File: src/shared/irq_ctrl_pkg.sv
// Constants for the prioritised interrupt controller
package irq_ctrl_pkg;
  // ==========================================================
  // Register map
  localparam int         NUM_REGS   = 7;
  localparam int         NUM_VEC    = 7;
  localparam int         ADDR_W     = 8;
  localparam logic [2:0] IDX_PRI_A  = 3'h0;
  localparam logic [2:0] IDX_PRI_B  = 3'h1;
  localparam logic [2:0] IDX_GRP_A  = 3'h2;
  localparam logic [2:0] IDX_GRP_B  = 3'h3;
  localparam logic [2:0] IDX_GRP_C  = 3'h4;
  localparam logic [2:0] IDX_GRP_D  = 3'h5;
  localparam logic [2:0] IDX_GRP_E  = 3'h6;
  localparam logic [7:0] MASK_PRI_A = 8'h7f;
  localparam logic [7:0] MASK_PRI_B = 8'hff;
  localparam logic [7:0] MASK_GRP_A = 8'h77;
  localparam logic [7:0] MASK_GRP_BC = 8'h33;
  localparam logic [7:0] MASK_GRP_D = 8'hff;
  localparam logic [7:0] MASK_GRP_E = 8'hdf;
  localparam logic [7:0] RST_ZERO   = 8'h00;
  localparam logic [7:0] RST_GRP_E  = 8'h10;
  // ==========================================================
  // Field positions
  localparam int BIT_GIE    = 0;
  localparam int BIT_PIN0_E = 1;
  localparam int BIT_G0_E   = 2;
  localparam int BIT_G1_E   = 3;
  localparam int BIT_PIN0_F = 4;
  localparam int BIT_G0_F   = 5;
  localparam int BIT_G1_F   = 6;
  localparam int BIT_G2_E   = 0;
  localparam int BIT_ADC_E  = 1;
  localparam int BIT_G3_E   = 2;
  localparam int BIT_G4_E   = 3;
  localparam int BIT_G2_F   = 4;
  localparam int BIT_ADC_F  = 5;
  localparam int BIT_G3_F   = 6;
  localparam int BIT_G4_F   = 7;
  localparam int BIT_EE_F   = 6;
  localparam int BIT_EE_E   = 2;
  localparam int BIT_TA_F   = 5;
  localparam int BIT_TP_F   = 4;
  localparam int BIT_TA_E   = 1;
  localparam int BIT_TP_E   = 0;
  localparam int BIT_PIN1_F = 7;
  localparam int BIT_SPI1_F = 6;
  localparam int BIT_SPI0_F = 5;
  localparam int BIT_TB0_F  = 4;
  localparam int EN_OFS_D   = 4;
  localparam int BIT_LVD_F  = 7;
  localparam int BIT_TB1_F  = 6;
  localparam int BIT_SCF_F  = 4;
  localparam int BIT_LVD_E  = 3;
  localparam int BIT_TB1_E  = 2;
  localparam int BIT_CHP_E  = 1;
  localparam int BIT_SCF_E  = 0;
  // ==========================================================
  // Vectors and bus answers
  localparam logic [7:0] VEC_BASE    = 8'h04;
  localparam logic [7:0] VEC_STEP    = 8'h04;
  localparam logic [1:0] RESP_OKAY   = 2'h0;
  localparam logic [1:0] RESP_SLVERR = 2'h2;
endpackage

File: src/prioritised_irq_controller.sv
// Prioritised interrupt controller with AXI4-Lite register access
//
// The placing of the registers and register access over AXI4-Lite were chosen for this implementation.
`timescale 1ns/1ps
`default_nettype none

// How it works
// - Pin zero goes to 04H at priority 1; group zero to 08H at priority 2.
// - Group one, timer one matches, goes to 0CH at priority 3.
// - Group two, timer two matches or EEPROM write, goes to 10H, priority 4.
// - Converter to 14H at priority 5; group three to 18H at priority 6.
// - Group four, time base one, SCF, detector, pump, to 1CH, priority 7.
// - Bit 0 of first primary register is global enable; zero blocks all.
// - First primary bits 6..1: group 1,0 and pin flags, then their enables.
// - Second primary: group 4,3, converter, group 2 flags, then enables.
// - Group A: EEPROM flag bit 6, timer zero flags 5,4, enables 2..0.
// - Group register B: timer one flags bits 5,4, enables bits 1,0.
// - Group register C: timer two flags bits 5,4, enables bits 1,0.
// - Group D: pin one, serial 1/0, time base 0; flags over enables.
// - Group E: detector, time base 1 flags 7,6; enables 3..0; no pump flag.
// - SCF flag is bit 4 of group E and resets to one; all else zero.
// - Bit 5 of group E never changes on a write.
// - Unimplemented bits read zero and ignore writes.
// - Disabled request still sets its flag but never branches.
// - Taking an interrupt clears the global enable.
// - Serving a group clears only the group flag, not member flags.
// - No request is acknowledged while the return stack is full.
module prioritised_irq_controller
(
  // Clock and reset
  input  wire logic                               aclk,
  input  wire logic                               aresetn,
  // AXI4-Lite write
  input  wire logic [irq_ctrl_pkg::ADDR_W-1:0]   awaddr,
  input  wire logic [2:0]                         awprot,
  input  wire logic                               awvalid,
  output logic                                    awready,
  input  wire logic [31:0]                        wdata,
  input  wire logic [3:0]                         wstrb,
  input  wire logic                               wvalid,
  output logic                                    wready,
  output logic [1:0]                              bresp,
  output logic                                    bvalid,
  input  wire logic                               bready,
  // AXI4-Lite read
  input  wire logic [irq_ctrl_pkg::ADDR_W-1:0]   araddr,
  input  wire logic [2:0]                         arprot,
  input  wire logic                               arvalid,
  output logic                                    arready,
  output logic [31:0]                             rdata,
  output logic [1:0]                              rresp,
  output logic                                    rvalid,
  input  wire logic                               rready,
  // Source events, one-cycle pulses
  input  wire logic                               pin_zero_event,
  input  wire logic                               pin_one_event,
  input  wire logic                               tmr_zero_amatch,
  input  wire logic                               tmr_zero_pmatch,
  input  wire logic                               tmr_one_amatch,
  input  wire logic                               tmr_one_pmatch,
  input  wire logic                               tmr_two_amatch,
  input  wire logic                               tmr_two_pmatch,
  input  wire logic                               eeprom_write_done,
  input  wire logic                               converter_done,
  input  wire logic                               timebase_zero_tick,
  input  wire logic                               timebase_one_tick,
  input  wire logic                               serial_zero_done,
  input  wire logic                               serial_one_done,
  input  wire logic                               voltage_detect_event,
  input  wire logic                               scf_event,
  input  wire logic                               charge_pump_event,
  // Core sequencer
  input  wire logic                               stack_full,
  input  wire logic                               irq_ack,
  output logic                                    irq_request,
  output logic [7:0]                              irq_vector
);
  import irq_ctrl_pkg::*;

  // ==========================================================
  // Helpers
  function automatic logic [7:0] reg_mask(input logic [2:0] i);
    case (i)
      IDX_PRI_A:            reg_mask = MASK_PRI_A;
      IDX_PRI_B:            reg_mask = MASK_PRI_B;
      IDX_GRP_A:            reg_mask = MASK_GRP_A;
      IDX_GRP_B, IDX_GRP_C: reg_mask = MASK_GRP_BC;
      IDX_GRP_D:            reg_mask = MASK_GRP_D;
      IDX_GRP_E:            reg_mask = MASK_GRP_E;
      default:              reg_mask = RST_ZERO;
    endcase
  endfunction

  function automatic logic addr_ok(input logic [ADDR_W-1:0] a);
    addr_ok = (a[1:0] == 2'h0) && (a[ADDR_W-1:5] == '0) &&
              (a[4:2] <= IDX_GRP_E);
  endfunction

  // Lowest index is the highest priority
  function automatic logic [2:0] highest(input logic [NUM_VEC-1:0] p);
    highest = 3'h0;
    for (int k = NUM_VEC - 1; k >= 0; k--)
    begin
      if (p[k])
        highest = 3'(k);
    end
  endfunction

  function automatic logic [7:0] vector_of(input logic [2:0] i);
    vector_of = 8'(VEC_BASE + VEC_STEP * {5'h0, i});
  endfunction

  // ==========================================================
  // State
  logic [7:0]         regs      [NUM_REGS];
  logic [7:0]         next_regs [NUM_REGS];
  logic [7:0]         hw_set    [NUM_REGS];
  logic [7:0]         hw_clr    [NUM_REGS];
  logic               aw_held;
  logic               w_held;
  logic [2:0]         wr_idx;
  logic               wr_ok;
  logic [7:0]         w_byte;
  logic               w_lane;
  logic [2:0]         rd_idx;
  logic [2:0]         served_idx;
  logic [14:0]        term;
  logic [14:0]        term_q;
  logic [14:0]        rise;
  logic [NUM_VEC-1:0] pend;
  logic               aw_hs;
  logic               w_hs;
  logic               ar_hs;
  logic               wr_fire;
  logic               ack_take;
  logic               next_aw_held;
  logic               next_w_held;
  logic               next_bvalid;
  logic               next_rvalid;

  // ==========================================================
  // AXI4-Lite slave
  assign aw_hs        = awvalid && awready;
  assign w_hs         = wvalid && wready;
  assign ar_hs        = arvalid && arready;
  assign wr_fire      = aw_held && w_held && !bvalid;
  assign next_aw_held = (aw_held || aw_hs) && !wr_fire;
  assign next_w_held  = (w_held || w_hs) && !wr_fire;
  assign next_bvalid  = wr_fire || (bvalid && !bready);
  assign next_rvalid  = ar_hs || (rvalid && !rready);

  always_ff @(posedge aclk)
  begin
    if (!aresetn)
    begin
      aw_held <= 1'b0;
      w_held  <= 1'b0;
      awready <= 1'b0;
      wready  <= 1'b0;
      bvalid  <= 1'b0;
      bresp   <= RESP_OKAY;
      wr_idx  <= 3'h0;
      wr_ok   <= 1'b0;
      w_byte  <= 8'h00;
      w_lane  <= 1'b0;
    end
    else
    begin
      aw_held <= next_aw_held;
      w_held  <= next_w_held;
      awready <= !next_aw_held && !next_bvalid;
      wready  <= !next_w_held && !next_bvalid;
      bvalid  <= next_bvalid;
      if (aw_hs)
      begin
        wr_idx <= awaddr[4:2];
        wr_ok  <= addr_ok(awaddr);
      end
      if (w_hs)
      begin
        w_byte <= wdata[7:0];
        w_lane <= wstrb[0];
      end
      if (wr_fire)
        bresp <= wr_ok ? RESP_OKAY : RESP_SLVERR;
    end
  end

  // Read data is a snapshot taken when the address is accepted
  always_ff @(posedge aclk)
  begin
    if (!aresetn)
    begin
      arready <= 1'b0;
      rvalid  <= 1'b0;
      rdata   <= 32'h0000_0000;
      rresp   <= RESP_OKAY;
      rd_idx  <= 3'h0;
    end
    else
    begin
      arready <= !next_rvalid;
      rvalid  <= next_rvalid;
      if (ar_hs)
      begin
        rd_idx <= araddr[4:2];
        if (addr_ok(araddr))
        begin
          rdata <= {24'h0,
                    regs[araddr[4:2]] & reg_mask(araddr[4:2])};
          rresp <= RESP_OKAY;
        end
        else
        begin
          rdata <= 32'h0000_0000;
          rresp <= RESP_SLVERR;
        end
      end
    end
  end

  // ==========================================================
  // Grouped sources: a rise of flag-and-enable raises the group
  always_comb
  begin
    term[0]  = regs[IDX_GRP_A][BIT_TP_F] && regs[IDX_GRP_A][BIT_TP_E];
    term[1]  = regs[IDX_GRP_A][BIT_TA_F] && regs[IDX_GRP_A][BIT_TA_E];
    term[2]  = regs[IDX_GRP_B][BIT_TP_F] && regs[IDX_GRP_B][BIT_TP_E];
    term[3]  = regs[IDX_GRP_B][BIT_TA_F] && regs[IDX_GRP_B][BIT_TA_E];
    term[4]  = regs[IDX_GRP_C][BIT_TP_F] && regs[IDX_GRP_C][BIT_TP_E];
    term[5]  = regs[IDX_GRP_C][BIT_TA_F] && regs[IDX_GRP_C][BIT_TA_E];
    term[6]  = regs[IDX_GRP_A][BIT_EE_F] && regs[IDX_GRP_A][BIT_EE_E];
    for (int k = 0; k < 4; k++)
      term[7+k] = regs[IDX_GRP_D][BIT_TB0_F+k] && regs[IDX_GRP_D][k];
    term[11] = regs[IDX_GRP_E][BIT_LVD_F] && regs[IDX_GRP_E][BIT_LVD_E];
    term[12] = regs[IDX_GRP_E][BIT_TB1_F] && regs[IDX_GRP_E][BIT_TB1_E];
    term[13] = regs[IDX_GRP_E][BIT_SCF_F] && regs[IDX_GRP_E][BIT_SCF_E];
    // Pump has no flag of its own, its pulse feeds the group directly
    term[14] = charge_pump_event && regs[IDX_GRP_E][BIT_CHP_E];
  end

  // Edge rather than level, so an auto-cleared group does not re-fire
  // while the member flag still waits for software
  assign rise = term & ~term_q;

  always_ff @(posedge aclk)
  begin
    if (!aresetn)
      term_q <= 15'h0000;
    else
      term_q <= term;
  end

  // ==========================================================
  // Hardware sets and clears
  assign ack_take = irq_ack && irq_request;

  always_comb
  begin
    for (int i = 0; i < NUM_REGS; i++)
    begin
      hw_set[i] = 8'h00;
      hw_clr[i] = 8'h00;
    end
    hw_set[IDX_PRI_A][BIT_PIN0_F] = pin_zero_event;
    hw_set[IDX_PRI_A][BIT_G0_F]   = |rise[1:0];
    hw_set[IDX_PRI_A][BIT_G1_F]   = |rise[3:2];
    hw_set[IDX_PRI_B][BIT_G2_F]   = |rise[6:4];
    hw_set[IDX_PRI_B][BIT_ADC_F]  = converter_done;
    hw_set[IDX_PRI_B][BIT_G3_F]   = |rise[10:7];
    hw_set[IDX_PRI_B][BIT_G4_F]   = |rise[14:11];
    hw_set[IDX_GRP_A][BIT_EE_F]   = eeprom_write_done;
    hw_set[IDX_GRP_A][BIT_TA_F]   = tmr_zero_amatch;
    hw_set[IDX_GRP_A][BIT_TP_F]   = tmr_zero_pmatch;
    hw_set[IDX_GRP_B][BIT_TA_F]   = tmr_one_amatch;
    hw_set[IDX_GRP_B][BIT_TP_F]   = tmr_one_pmatch;
    hw_set[IDX_GRP_C][BIT_TA_F]   = tmr_two_amatch;
    hw_set[IDX_GRP_C][BIT_TP_F]   = tmr_two_pmatch;
    hw_set[IDX_GRP_D][BIT_PIN1_F] = pin_one_event;
    hw_set[IDX_GRP_D][BIT_SPI1_F] = serial_one_done;
    hw_set[IDX_GRP_D][BIT_SPI0_F] = serial_zero_done;
    hw_set[IDX_GRP_D][BIT_TB0_F]  = timebase_zero_tick;
    hw_set[IDX_GRP_E][BIT_LVD_F]  = voltage_detect_event;
    hw_set[IDX_GRP_E][BIT_TB1_F]  = timebase_one_tick;
    hw_set[IDX_GRP_E][BIT_SCF_F]  = scf_event;
    if (ack_take)
    begin
      hw_clr[IDX_PRI_A][BIT_GIE] = 1'b1;
      // Only the primary or group flag; members stay for software
      if (served_idx < 3'h3)
        hw_clr[IDX_PRI_A][3'(BIT_PIN0_F) + served_idx] = 1'b1;
      else
        hw_clr[IDX_PRI_B][served_idx + 3'h1] = 1'b1;
    end
  end

  // Software write, then hardware clear, then hardware set: a set
  // arriving with a clear is never lost
  always_comb
  begin
    for (int i = 0; i < NUM_REGS; i++)
    begin
      next_regs[i] = regs[i];
      if (wr_fire && wr_ok && w_lane && (wr_idx == 3'(i)))
        next_regs[i] = w_byte & reg_mask(3'(i));
      next_regs[i] = (next_regs[i] & ~hw_clr[i]) | hw_set[i];
    end
  end

  always_ff @(posedge aclk)
  begin
    for (int i = 0; i < NUM_REGS; i++)
    begin
      if (!aresetn)
        regs[i] <= (3'(i) == IDX_GRP_E) ? RST_GRP_E : RST_ZERO;
      else
        regs[i] <= next_regs[i];
    end
  end

  // ==========================================================
  // Arbitration towards the core
  always_comb
  begin
    pend[0] = regs[IDX_PRI_A][BIT_PIN0_F] && regs[IDX_PRI_A][BIT_PIN0_E];
    pend[1] = regs[IDX_PRI_A][BIT_G0_F] && regs[IDX_PRI_A][BIT_G0_E];
    pend[2] = regs[IDX_PRI_A][BIT_G1_F] && regs[IDX_PRI_A][BIT_G1_E];
    pend[3] = regs[IDX_PRI_B][BIT_G2_F] && regs[IDX_PRI_B][BIT_G2_E];
    pend[4] = regs[IDX_PRI_B][BIT_ADC_F] && regs[IDX_PRI_B][BIT_ADC_E];
    pend[5] = regs[IDX_PRI_B][BIT_G3_F] && regs[IDX_PRI_B][BIT_G3_E];
    pend[6] = regs[IDX_PRI_B][BIT_G4_F] && regs[IDX_PRI_B][BIT_G4_E];
  end

  // Request drops right after a take so the same source is not seen twice
  always_ff @(posedge aclk)
  begin
    if (!aresetn)
    begin
      irq_request <= 1'b0;
      irq_vector  <= VEC_BASE;
      served_idx  <= 3'h0;
    end
    else
    begin
      irq_request <= regs[IDX_PRI_A][BIT_GIE] && !stack_full &&
                     (|pend) && !ack_take;
      served_idx  <= highest(pend);
      irq_vector  <= vector_of(highest(pend));
    end
  end

  // ==========================================================
  // Checks
  property p_vec_order;
    @(posedge aclk) disable iff (!aresetn)
    irq_request |-> irq_vector == vector_of(highest($past(pend)));
  endproperty
  a_vec_order: assert property (p_vec_order)
    else $error("vector does not match highest pending source");

  property p_gate;
    @(posedge aclk) disable iff (!aresetn)
    irq_request |-> $past(regs[IDX_PRI_A][BIT_GIE]) && !$past(stack_full)
                    && $past(|pend);
  endproperty
  a_gate: assert property (p_gate)
    else $error("request without enable, with full stack or nothing pending");

  property p_gie_clr;
    @(posedge aclk) disable iff (!aresetn)
    ack_take |=> !regs[IDX_PRI_A][BIT_GIE] && !irq_request;
  endproperty
  a_gie_clr: assert property (p_gie_clr)
    else $error("global enable not cleared on take");

  property p_pin0_clr;
    @(posedge aclk) disable iff (!aresetn)
    ack_take && served_idx == 3'h0 && !pin_zero_event
      |=> !regs[IDX_PRI_A][BIT_PIN0_F];
  endproperty
  a_pin0_clr: assert property (p_pin0_clr)
    else $error("pin zero flag not cleared when served");

  property p_member_kept;
    @(posedge aclk) disable iff (!aresetn)
    ack_take && served_idx == 3'h2 && regs[IDX_GRP_B][BIT_TP_F] &&
      !wr_fire && !(|rise[3:2])
      |=> regs[IDX_GRP_B][BIT_TP_F] && !regs[IDX_PRI_A][BIT_G1_F];
  endproperty
  a_member_kept: assert property (p_member_kept)
    else $error("group serve changed member flag or kept group flag");

  property p_flag_no_en;
    @(posedge aclk) disable iff (!aresetn)
    converter_done |=> regs[IDX_PRI_B][BIT_ADC_F];
  endproperty
  a_flag_no_en: assert property (p_flag_no_en)
    else $error("converter event did not set its flag");

  property p_group_set;
    @(posedge aclk) disable iff (!aresetn)
    tmr_one_pmatch && regs[IDX_GRP_B][BIT_TP_E] &&
      !regs[IDX_GRP_B][BIT_TP_F] && !wr_fire
      |=> ##1 regs[IDX_PRI_A][BIT_G1_F];
  endproperty
  a_group_set: assert property (p_group_set)
    else $error("enabled member did not raise group one");

  property p_scf_reset;
    @(posedge aclk) disable iff (!aresetn)
    $rose(aresetn) |-> regs[IDX_GRP_E] == RST_GRP_E &&
                       regs[IDX_PRI_A] == 8'h00;
  endproperty
  a_scf_reset: assert property (p_scf_reset)
    else $error("wrong register value after reset");

  property p_rsvd;
    @(posedge aclk) disable iff (!aresetn)
    rvalid |-> (rdata[7:0] & ~reg_mask(rd_idx)) == 8'h00 && rdata[31:8] == 0;
  endproperty
  a_rsvd: assert property (p_rsvd)
    else $error("unimplemented bit read as one");

  property p_rhold;
    @(posedge aclk) disable iff (!aresetn)
    rvalid && !rready |=> rvalid && $stable(rdata);
  endproperty
  a_rhold: assert property (p_rhold)
    else $error("read data dropped before taken");

  c_pin0: cover property (@(posedge aclk) disable iff (!aresetn)
    ack_take && served_idx == 3'h0);
  c_group4: cover property (@(posedge aclk) disable iff (!aresetn)
    ack_take && served_idx == 3'h6);
  c_blocked: cover property (@(posedge aclk) disable iff (!aresetn)
    regs[IDX_PRI_A][BIT_GIE] && (|pend) && stack_full);
  c_race: cover property (@(posedge aclk) disable iff (!aresetn)
    irq_request && $countones(pend) > 1);
endmodule

`default_nettype wire

File: config.mk
export PLATFORM = sky130hd
export DESIGN_NAME = prioritised_irq_controller
export DESIGN_NICKNAME = d
export VERILOG_FILES = /design/src/shared/irq_ctrl_pkg.sv /design/src/prioritised_irq_controller.sv
export SDC_FILE = /design/constraint.sdc
export NUM_CORES = 1
export LEC_CHECK = 0
export BUFFER_PORTS_ARGS = -buffer_cell sky130_fd_sc_hd__buf_2
export CAP_MARGIN = 20
export CORE_ASPECT_RATIO = 1.5
export CORE_MARGIN = 10
export CORE_UTILIZATION = 45
export DETAILED_ROUTE_END_ITERATION = 16
export PLACE_DENSITY = 0.75
export SLEW_MARGIN = 20
export SYNTH_ARGS = -nofsm -noshare
export SYNTH_HDL_FRONTEND = slang
export SYNTH_SLANG_ARGS = --single-unit
File: constraint.sdc
create_clock -name aclk -period 2.3 [get_ports aclk]
set_input_delay 0.345 -clock aclk [delete_from_list [all_inputs] [get_ports aclk]]
set_output_delay 0.345 -clock aclk [all_outputs]
set_load 0.05 [all_outputs]
# Word-level counts from Yosys, hierarchy flattened
# Memories as Yosys holds them, arrays and structs flattened.
# Index checks and enable logic that the tools add are counted.
[word_totals]
ff_bits = 83
ramBits = 56
input_bits = 84
elab_cells = 194
memories = 1
[mem_list]
columns = ["memory", "words", "word_bits", "rd", "rd_ports_with_merged_regs", "write_ports", "line_no", "text"]
rows = [
  ["regs", 7, 8, 8, 0, 7, "prioritised_irq_controller.sv:115", "logic [7:0] regs [NUM_REGS];"],
]
[classes]
addsub = 3
order_cmp = 7
eq_ne = 12
n_mux = 45
n_bitwise = 28
n_reduce_logical = 80
[op_table]
columns = ["cell", "count"]
rows = [
  ["8-bit 2-to-1 mux", 27],
  ["8-bit bitwise AND", 10],
  ["1-bit logical AND", 52],
  ["8-bit case mux with 5 select lines", 1],
  ["3-bit 2-to-1 mux", 8],
  ["8-bit bitwise OR", 3],
  ["3-bit equality test, second input constant", 6],
  ["16-bit 2-to-1 mux", 1],
  ["8-bit NOT", 2],
  ["8-bit by 6-bit bitwise OR with 8-bit output", 2],
  ["8-bit by 7-bit bitwise OR with 8-bit output", 2],
  ["15-bit bitwise AND", 1],
  ["15-bit NOT", 1],
  ["3-bit by 2-bit equality test with 1-bit output, second input constant", 4],
  ["3-bit logical NOT", 4],
  ["1-bit logical NOT", 10],
  ["3-bit by 4-bit < comparator with 1-bit output, second input constant", 2],
  ["2-bit OR reduction", 4],
  ["4-bit OR reduction", 2],
  ["1-bit bitwise OR", 7],
  ["7-bit OR reduction", 1],
  ["3-bit by 5-bit adder with 6-bit output, first input constant", 1],
  ["1-bit demux with 3-bit select", 2],
  ["3-bit by 1-bit equality test with 1-bit output, second input constant", 2],
  ["10 further kinds", 20],
]

# Logic depth before layout (Yosys ltp)
# Gate-level depths: netlist of run 1.
[depth]
depth_word = 11
depth_mapped = 7
depth_no_buf = 7

# Least setup slack after synthesis of run 1
# Ideal clock, no wire load.
[synth_path]
path_kind = "reg2reg"
startpoint = "reg bvalid"
endpoint = "mem regs[6][4]"
arrival_ns = 1.792
required_ns = 2.173
slack_ns = 0.381
path_stages_with_launch = 5
path_buffers = 0
cell_sequence = "dfxtp_1 > nand3b_1 > nor3_4 > mux2_2 > or3_1"
[synth_rtl]
columns = ["item", "line_no", "text"]
rows = [
  ["start: declaration", "prioritised_irq_controller.sv:43", "output logic bvalid,"],
  ["start signal: assignment", "prioritised_irq_controller.sv:173", "bvalid <= next_bvalid;"],
  ["end: declaration", "prioritised_irq_controller.sv:115", ""],
]

==> qor.yml, run 1 <==
status: "finished, final reports clean"
synth_area_leader_cell: "dfxtp_1"
seq_area_frac_synth_pct: 43.9
slew-limit-headroom_pct: 61.0
layout-drive-gt1-share_pct: 18.6
start_kind: "flip-flop"
drcViolationCount: 0
ant_nets: 0
cp.required_ns: 2.50
yosys_warnings: 0
seqPwrFrac_pct: 47.8
leakagePower_nw: 2.16
yosys.area.top_type_share_pct: 43.9
core_um2: 9630
synth_edf_count: 0
vias_per_cell: 5.56
dp_hpwl_um: 9050
clkPwrFrac_pct: 42.7
finalMaxSlewViolations: 0
endpoint_kind: "flip-flop"
clk_pin_slew_ns: 0.06
cts_resized: 0
initial_utilization_pct: 45.9
final-hold-violation-count: 0
gp_congestion: 0.914
netSwitchingPower_uw: 894
grt_overflow_total: 0
netlist_instances: 486
avgSynthCellArea_um2: 9.09
layout.nets: 636
die_y_um: 141
grt_pass1_wl_um: 18500
rows: 44
ctsHoldBuffers: 0
place_ws_ns: 0.469
ys_seq_elements: 97
cellInternalPower_mw: 2.83
max_freq_mhz: 540
vias: 3723
insertion_delay_ns: 0.34
irDropWorstVdd_v: 0.000440
switching_share_pct: 24.0
root_buffer: "clkbuf_16"
n_antenna_cell: 0
io_pins: 134
hp-class: "in -> reg"
post_cts_buffers: 0
synth-main-ff-cell: "dfxtp_1"
tns_ns: 0
maxCapViolCount: 0
clockBufferDepth: 2
crit_fanout: 7
fp.dieW_um: 101
rsz0062_at_grt: "false"
tightestPinTransition_ns: 0.586
setup_slack_ns: 0.449
drt_iter0_drc: 251
first_global_vias: 3648
min_period_ns: 1.85
placedCellCount: 654
critPathArrivalTime_ns: 2.06
synthTopCellsByArea: "dfxtp_1, mux2i_1, buf_4"
htreeDepth: 3
syn_area_um2: 4420
final_common_cell: "dfxtp_1"
cts.sinks: 97
critPathKind: "reg -> reg"
grt_max_degree: 50
ys_types: 61
first_pass_iters: 4
area_growth_pct: 14.6
drt-total-wl_um: 11900
setup_viol: 0
portBuffers: 70
die_area_um2: 14300
comb_power_share_pct: 9.5
numCtsBuffers: 9
min_period_over_period_pct: 80.5
fin_cells: 670
synthArstFlopShare_pct: 0
grt_usage_pct: 16.2
p_per_area_nw_per_um2: 736
wl_per_cell_um: 17.7
final_cell_mix: "dfxtp_1, buf_2, nand2_1"
grt_antenna_before_repair: 0
skew_ns: 0.00671
tritoncts: "yes"
-- synth_stat cells (all sizes together), types with 2 or more instances --
library cell	number
nand4	3
nor2b	2
clkbuf	13
or2	2
a32o	3
and3	15
nor2	43
nand3	6
o21ai	16
nand2	53
o22ai	2
nand2b	3
nor4	4
a311oi	2
a211oi	10
nor3b	4
mux4	4
inv	14
ha	2
nor3	21
a22o	2
a21oi	37
buf	39
mux2	3
mux2i	38
and2	2
dfxtp	97
or3	3
o211ai	2
a41o	2
nand4b	5
a31oi	4
nand3b	12
-- through the flow --
step | area [um2] | power (mW) | hold WS [ns] | utilization (%)
4_1_cts | 5060 | 3.75 | 0.173 | 52.6
3_3_place_gp | 4740 | 2.16 | 0.434 | 49.2
6_report | 5060 | 3.73 | 0.181 | 52.6
2_1_floorplan | 4530 | 2.10 | 0.425 | -
3_5_place_dp | 4740 | 2.17 | 0.434 | 49.2
5_1_grt | 5060 | 3.85 | 0.195 | 52.6
-- cell type report --
class	instances	area [um2]
well taps	115	144
clock inverters	2	60.1
fillers	912	4570
clock buffers	14	264
inverters	14	52.6
flip-flops and latches	97	1940
multi-input cells	353	2200
repair buffers	75	400
-- state kept, by name, summed over array words and instances (netlist names), 3 cells and up --
signal,cells
irq_vector,4
rdata,8
regs,44
served_idx,3
term_q,15
w_byte,8
wr_idx,3
-- critical path, stage by stage (launching register included) --
cell	delay, ns
dfxtp_1	0.38
or4b_4	0.61
or2_1	0.41
a21oi_1	0.21
a221oi_1	0.09
-- metal layers --
metal	GRT usage, %	up-vias	share of wire (%)
li1	-	1807	-
met1	17.5	1738	38
met2	28.4	150	50
met3	3.99	28	7.5
met4	8.24	0	3.9
met5	0	-	0
-- worst paths after layout --
path	end	slack, ns	cells after the start	startpoint
worst min-delay path	irq_request	0.18	2	stack_full
worst max register to register	regs[0][4]	0.45	4	wr_idx[0]
worst max-delay path	regs[0][4]	0.45	4	wr_idx[0]
worst min register to register	rdata[3]	0.44	1	rdata[3]
-- cells by family after synthesis --
logic type / after synthesis / share of synthesized area [%]
AOI/OAI and AO/OA: 90 / 12.8
adders and majority gates: 2 / 0.566
muxes: 45 / 11.5
DFF: 97 / 43.9
other: 1 / 0.0849
xor gates and xnor gates: 1 / 0.198
and+or+nand+nor: 184 / 22.2
buffers and inverters: 66 / 8.78
-- power groups by stage --
stage / logic (mW) / clock network, mW / registers [mW]
finish: 0.352 / 1.59 / 1.78
global route: 0.381 / 1.68 / 1.79
CTS: 0.351 / 1.62 / 1.78
detailed placement: 0.351 / 0 / 1.82
global placement: 0.345 / 0 / 1.81
floorplan: 0.278 / 0 / 1.82
Power figures use the tool's default switching activity.
==> inputs of run 2 (changes only) <==
--- a/config.mk
+++ b/config.mk
@@ -5,13 +5,14 @@
 export SDC_FILE = /design/constraint.sdc
 export NUM_CORES = 1
 export LEC_CHECK = 0
+export ABC_AREA = 1
 export BUFFER_PORTS_ARGS = -buffer_cell sky130_fd_sc_hd__buf_2
 export CAP_MARGIN = 20
 export CORE_ASPECT_RATIO = 1.5
 export CORE_MARGIN = 10
 export CORE_UTILIZATION = 45
 export DETAILED_ROUTE_END_ITERATION = 16
-export PLACE_DENSITY = 0.75
+export PLACE_DENSITY = 0.77
 export SLEW_MARGIN = 20
 export SYNTH_ARGS = -nofsm -noshare
 export SYNTH_HDL_FRONTEND = slang
==> constraint.sdc (replaced) <==
create_clock -name aclk -period 1.5 [get_ports aclk]
set_input_delay 0.225 -clock aclk [delete_from_list [all_inputs] [get_ports aclk]]
set_output_delay 0.225 -clock aclk [all_outputs]
set_load 0.05 [all_outputs]
==> qor.yml, run 2 <==
path_cells: "nand3_4, buf_4, nor3b_4, buf_4, nand3_1, a21oi_1"
tritoncts: "yes"
initial_utilization_pct: 46.2  # +0.37 points
synth_area_leader_cell: "dfxtp_1"
synth_top_family_by_area: "simple AND/OR/NAND/NOR gates"
ys_types: 33  # -46%
endpoint_kind: "flip-flop"
synth_fa_ha_area_share_pct: 0.531  # -0.035 points
die_y_um: 145  # +2.8%
synth_edf_count: 0  # unchanged
grt_antenna_before_repair: 0  # unchanged
whs_ns: 0.0320  # -0.149 ns
dp_hpwl_um: 9870  # +9.1%
largest_register_ffs: 45  # +2.3%
final_common_cell: "nand2_1"
min_period_ns: 1.45  # -0.398 ns
synthSimpleGateAreaFrac_pct: 32.3  # +10 points
rsz0062_at_grt: "true"
grt_max_degree: 48  # -4.0%
skew_ns: 0.00517  # -0.00155 ns
drcViolationCount: 0  # unchanged
final_cell_mix: "nand2_1, dfxtp_1, inv_1"
vias: 4641  # +25%
finalMaxSlewViolations: 0  # unchanged
vias_per_cell: 5.06  # -8.9%
p_per_area_nw_per_um2: 1040  # +41%
setup_viol: 0  # unchanged
die_area_um2: 15000  # +5.5%
ys_top_cells_by_count: "nand2_1, dfxtp_1, inv_1"
cpPeakStageDelay_ns: 0.38  # -0.23 ns
gp_congestion: 0.897  # -1.8%
first_pass_iters: 5  # +1
cts.sinks: 98  # +1.0%
regMostFlops: "regs"
numCtsBuffers: 9  # unchanged
grt_overflow_total: 0  # unchanged
grt_usage_pct: 17.2  # +0.92 points
area_growth_pct: 20.4
reg.largest.list: "regs: 45 flops, term_q: 15 flops"
r2r_slack_ns: 0.05  # -0.40 ns
clk_pin_slew_ns: 0.06  # about the same
maxCapViolCount: 0  # unchanged
synth.most_common_cell: "nand2_1"
crit_fanout: 6  # -1
critPathKind: "reg -> reg"
clockBufferDepth: 2  # unchanged
place_ws_ns: -0.0288  # -0.498 ns
seq_area_frac_synth_pct: 41.6  # -2.3 points
critPathArrivalTime_ns: 1.74  # -0.32 ns
final-hold-violation-count: 0  # unchanged
final_util_pct: 55.7  # +3.1 points
yosys_warnings: 0  # unchanged
synth-main-ff-cell: "dfxtp_1"
grt_pass1_wl_um: 21200  # +14%
irDropWorstVdd_v: 0.000571  # +30%
n_antenna_cell: 0  # unchanged
htreeDepth: 3  # unchanged
netlist_instances: 682  # +40%
synthTopCellsByArea: "dfxtp_1, nand2_1, inv_1"
drt_iter0_drc: 377  # +50%
synth_mux_area_share_pct: 0  # -11 points
synth-compound-area-share_pct: 11.2  # -1.5 points
ff2ff_path_depth: 6  # +2
avgSynthCellArea_um2: 6.91  # -24%
critPathTopFamily: "simple AND/OR/NAND/NOR gates"
fp.dieW_um: 104  # +2.6%
synthArstFlopShare_pct: 0  # unchanged
ys_seq_elements: 98  # +1.0%
cp.required_ns: 1.78  # -0.72 ns
wl_per_cell_um: 14.6  # -18%
ctsHoldBuffers: 0  # unchanged
max_freq_mhz: 688  # +27%
hp-class: "in -> reg"
ant_nets: 0  # unchanged
first_global_vias: 4433  # +22%
portBuffers: 70  # unchanged
layout.nets: 857  # +35%
io_pins: 134  # unchanged
worstHoldEndpoint: "irq_request"
worst-path-buf-inv: 2  # +2
hold_depth: 2  # unchanged
worstHoldStart: "stack_full"
rows: 45  # +2.3%
crit-reg2reg-launch: "aw_held"
cp_common_cell: "buf_4"
setup_slack_ns: 0.0462  # -0.402 ns
crit_slowest_cell: "dfxtp_1"
yosys.area.top_type_share_pct: 41.6  # -2.3 points
status: "finished, final reports clean"
insertion_delay_ns: 0.35  # about the same
leakagePower_nw: 2.66  # +23%
layout-drive-gt1-share_pct: 18.7  # +0.13 points
start_kind: "flip-flop"
reg2reg_to: "regs[4][0]"
drt-total-wl_um: 13400  # +13%
min_period_over_period_pct: 96.9  # +16 points
synth_xor_area_share_pct: 0.372  # +0.17 points
core_um2: 10200  # +5.8%
syn_area_um2: 4710  # +6.6%
root_buffer: "clkbuf_16"
## run 2: cell types whose count changed in the layout (fill, tap and decap cells not counted), moves of 25 or more
cell,before,now
inv_1,13,78
nand3_1,6,41
nand2_1,53,153
mux2i_1,38,0
buf_4,4,29
o21ai_0,16,43
nor2_1,41,69
## run 2: worst max-delay path by stage
stage / slack (ns) / depth (start not counted) / startpoint / endpoint
after floorplan: 0.01 / 5 / irq_request / regs[1][4]
after global placement: 0.001 / 8 / bvalid / regs[2][4]
after detailed placement: -0.03 / 8 / bvalid / regs[2][5]
after CTS: 0.02 / 8 / bvalid / regs[1][5]
after global routing: -0.03 / 7 / wr_idx[2] / regs[4][5]
final: 0.05 / 6 / aw_held / regs[4][0]
## run 2: kinds of logic after synthesis
| group | Yosys count |
|---|---|
| other cells | 1 |
| compound gates | 103 |
| flops | 98 |
| fa+ha+maj | 2 |
| buf+inv | 138 |
| xor+xnor | 2 |
| simple gates | 338 |
## run 2: stage by stage
stage | power (mW) | instance area [um2] | cells | setup TNS [ns]
finish | 5.89 | 5670 | 917 | 0
global route | 6.09 | 5670 | 917 | -0.107
CTS | 5.88 | 5610 | 916 | 0
detailed placement | 3.54 | 5270 | 896 | -0.0852
global placement | 3.53 | 5270 | 896 | 0
floorplan | 3.36 | 4830 | 712 | 0
## run 2: area by class of cell
| class | instances | area, um2 |
|---|---|---|
| multi-input combinational | 477 | 2280 |
| timing repair buffer | 103 | 639 |
| tap | 141 | 176 |
| clock buffer | 12 | 256 |
| clock inverter | 4 | 50.0 |
| inverter | 82 | 308 |
| fill | 1015 | 4520 |
| sequential | 98 | 1970 |
## run 2: worst reg2reg max path: stages, from the launching register on
cell and delay [ns]:
dfxtp_1 0.38, nand3_4 0.15, buf_4 0.18, nor3b_4 0.25, buf_4 0.21, nand3_1 0.08, a21oi_1 0.13
## run 2: power breakdown
group          total (mW)  switching, mW  leakage [nW]  internal (mW)
sequential           2.76         0.0813         0.799           2.68
clock                2.38           1.00         0.145           1.38
combinational       0.749          0.543          1.71          0.206
total                5.89           1.63          2.66           4.27
## run 2: repair_timing
action	4_1_cts	5_1_grt
cloned	1	1
endpoints found under the hold margin	0	0
resized for setup	1	14
endpoints found under the setup margin	5	22
setup buffers	3	0
pin swaps	1	3
## run 2: routing by layer
| metal | vias to the layer above | share of wire (%) | global-route usage [%] |
|---|---|---|---|
| met2 | 189 | 50 | 30.8 |
| met5 | - | 0 | 0 |
| met1 | 2093 | 39 | 17.7 |
| met4 | 0 | 4.8 | 10.5 |
| met3 | 39 | 6.6 | 3.54 |
| li1 | 2320 | - | - |
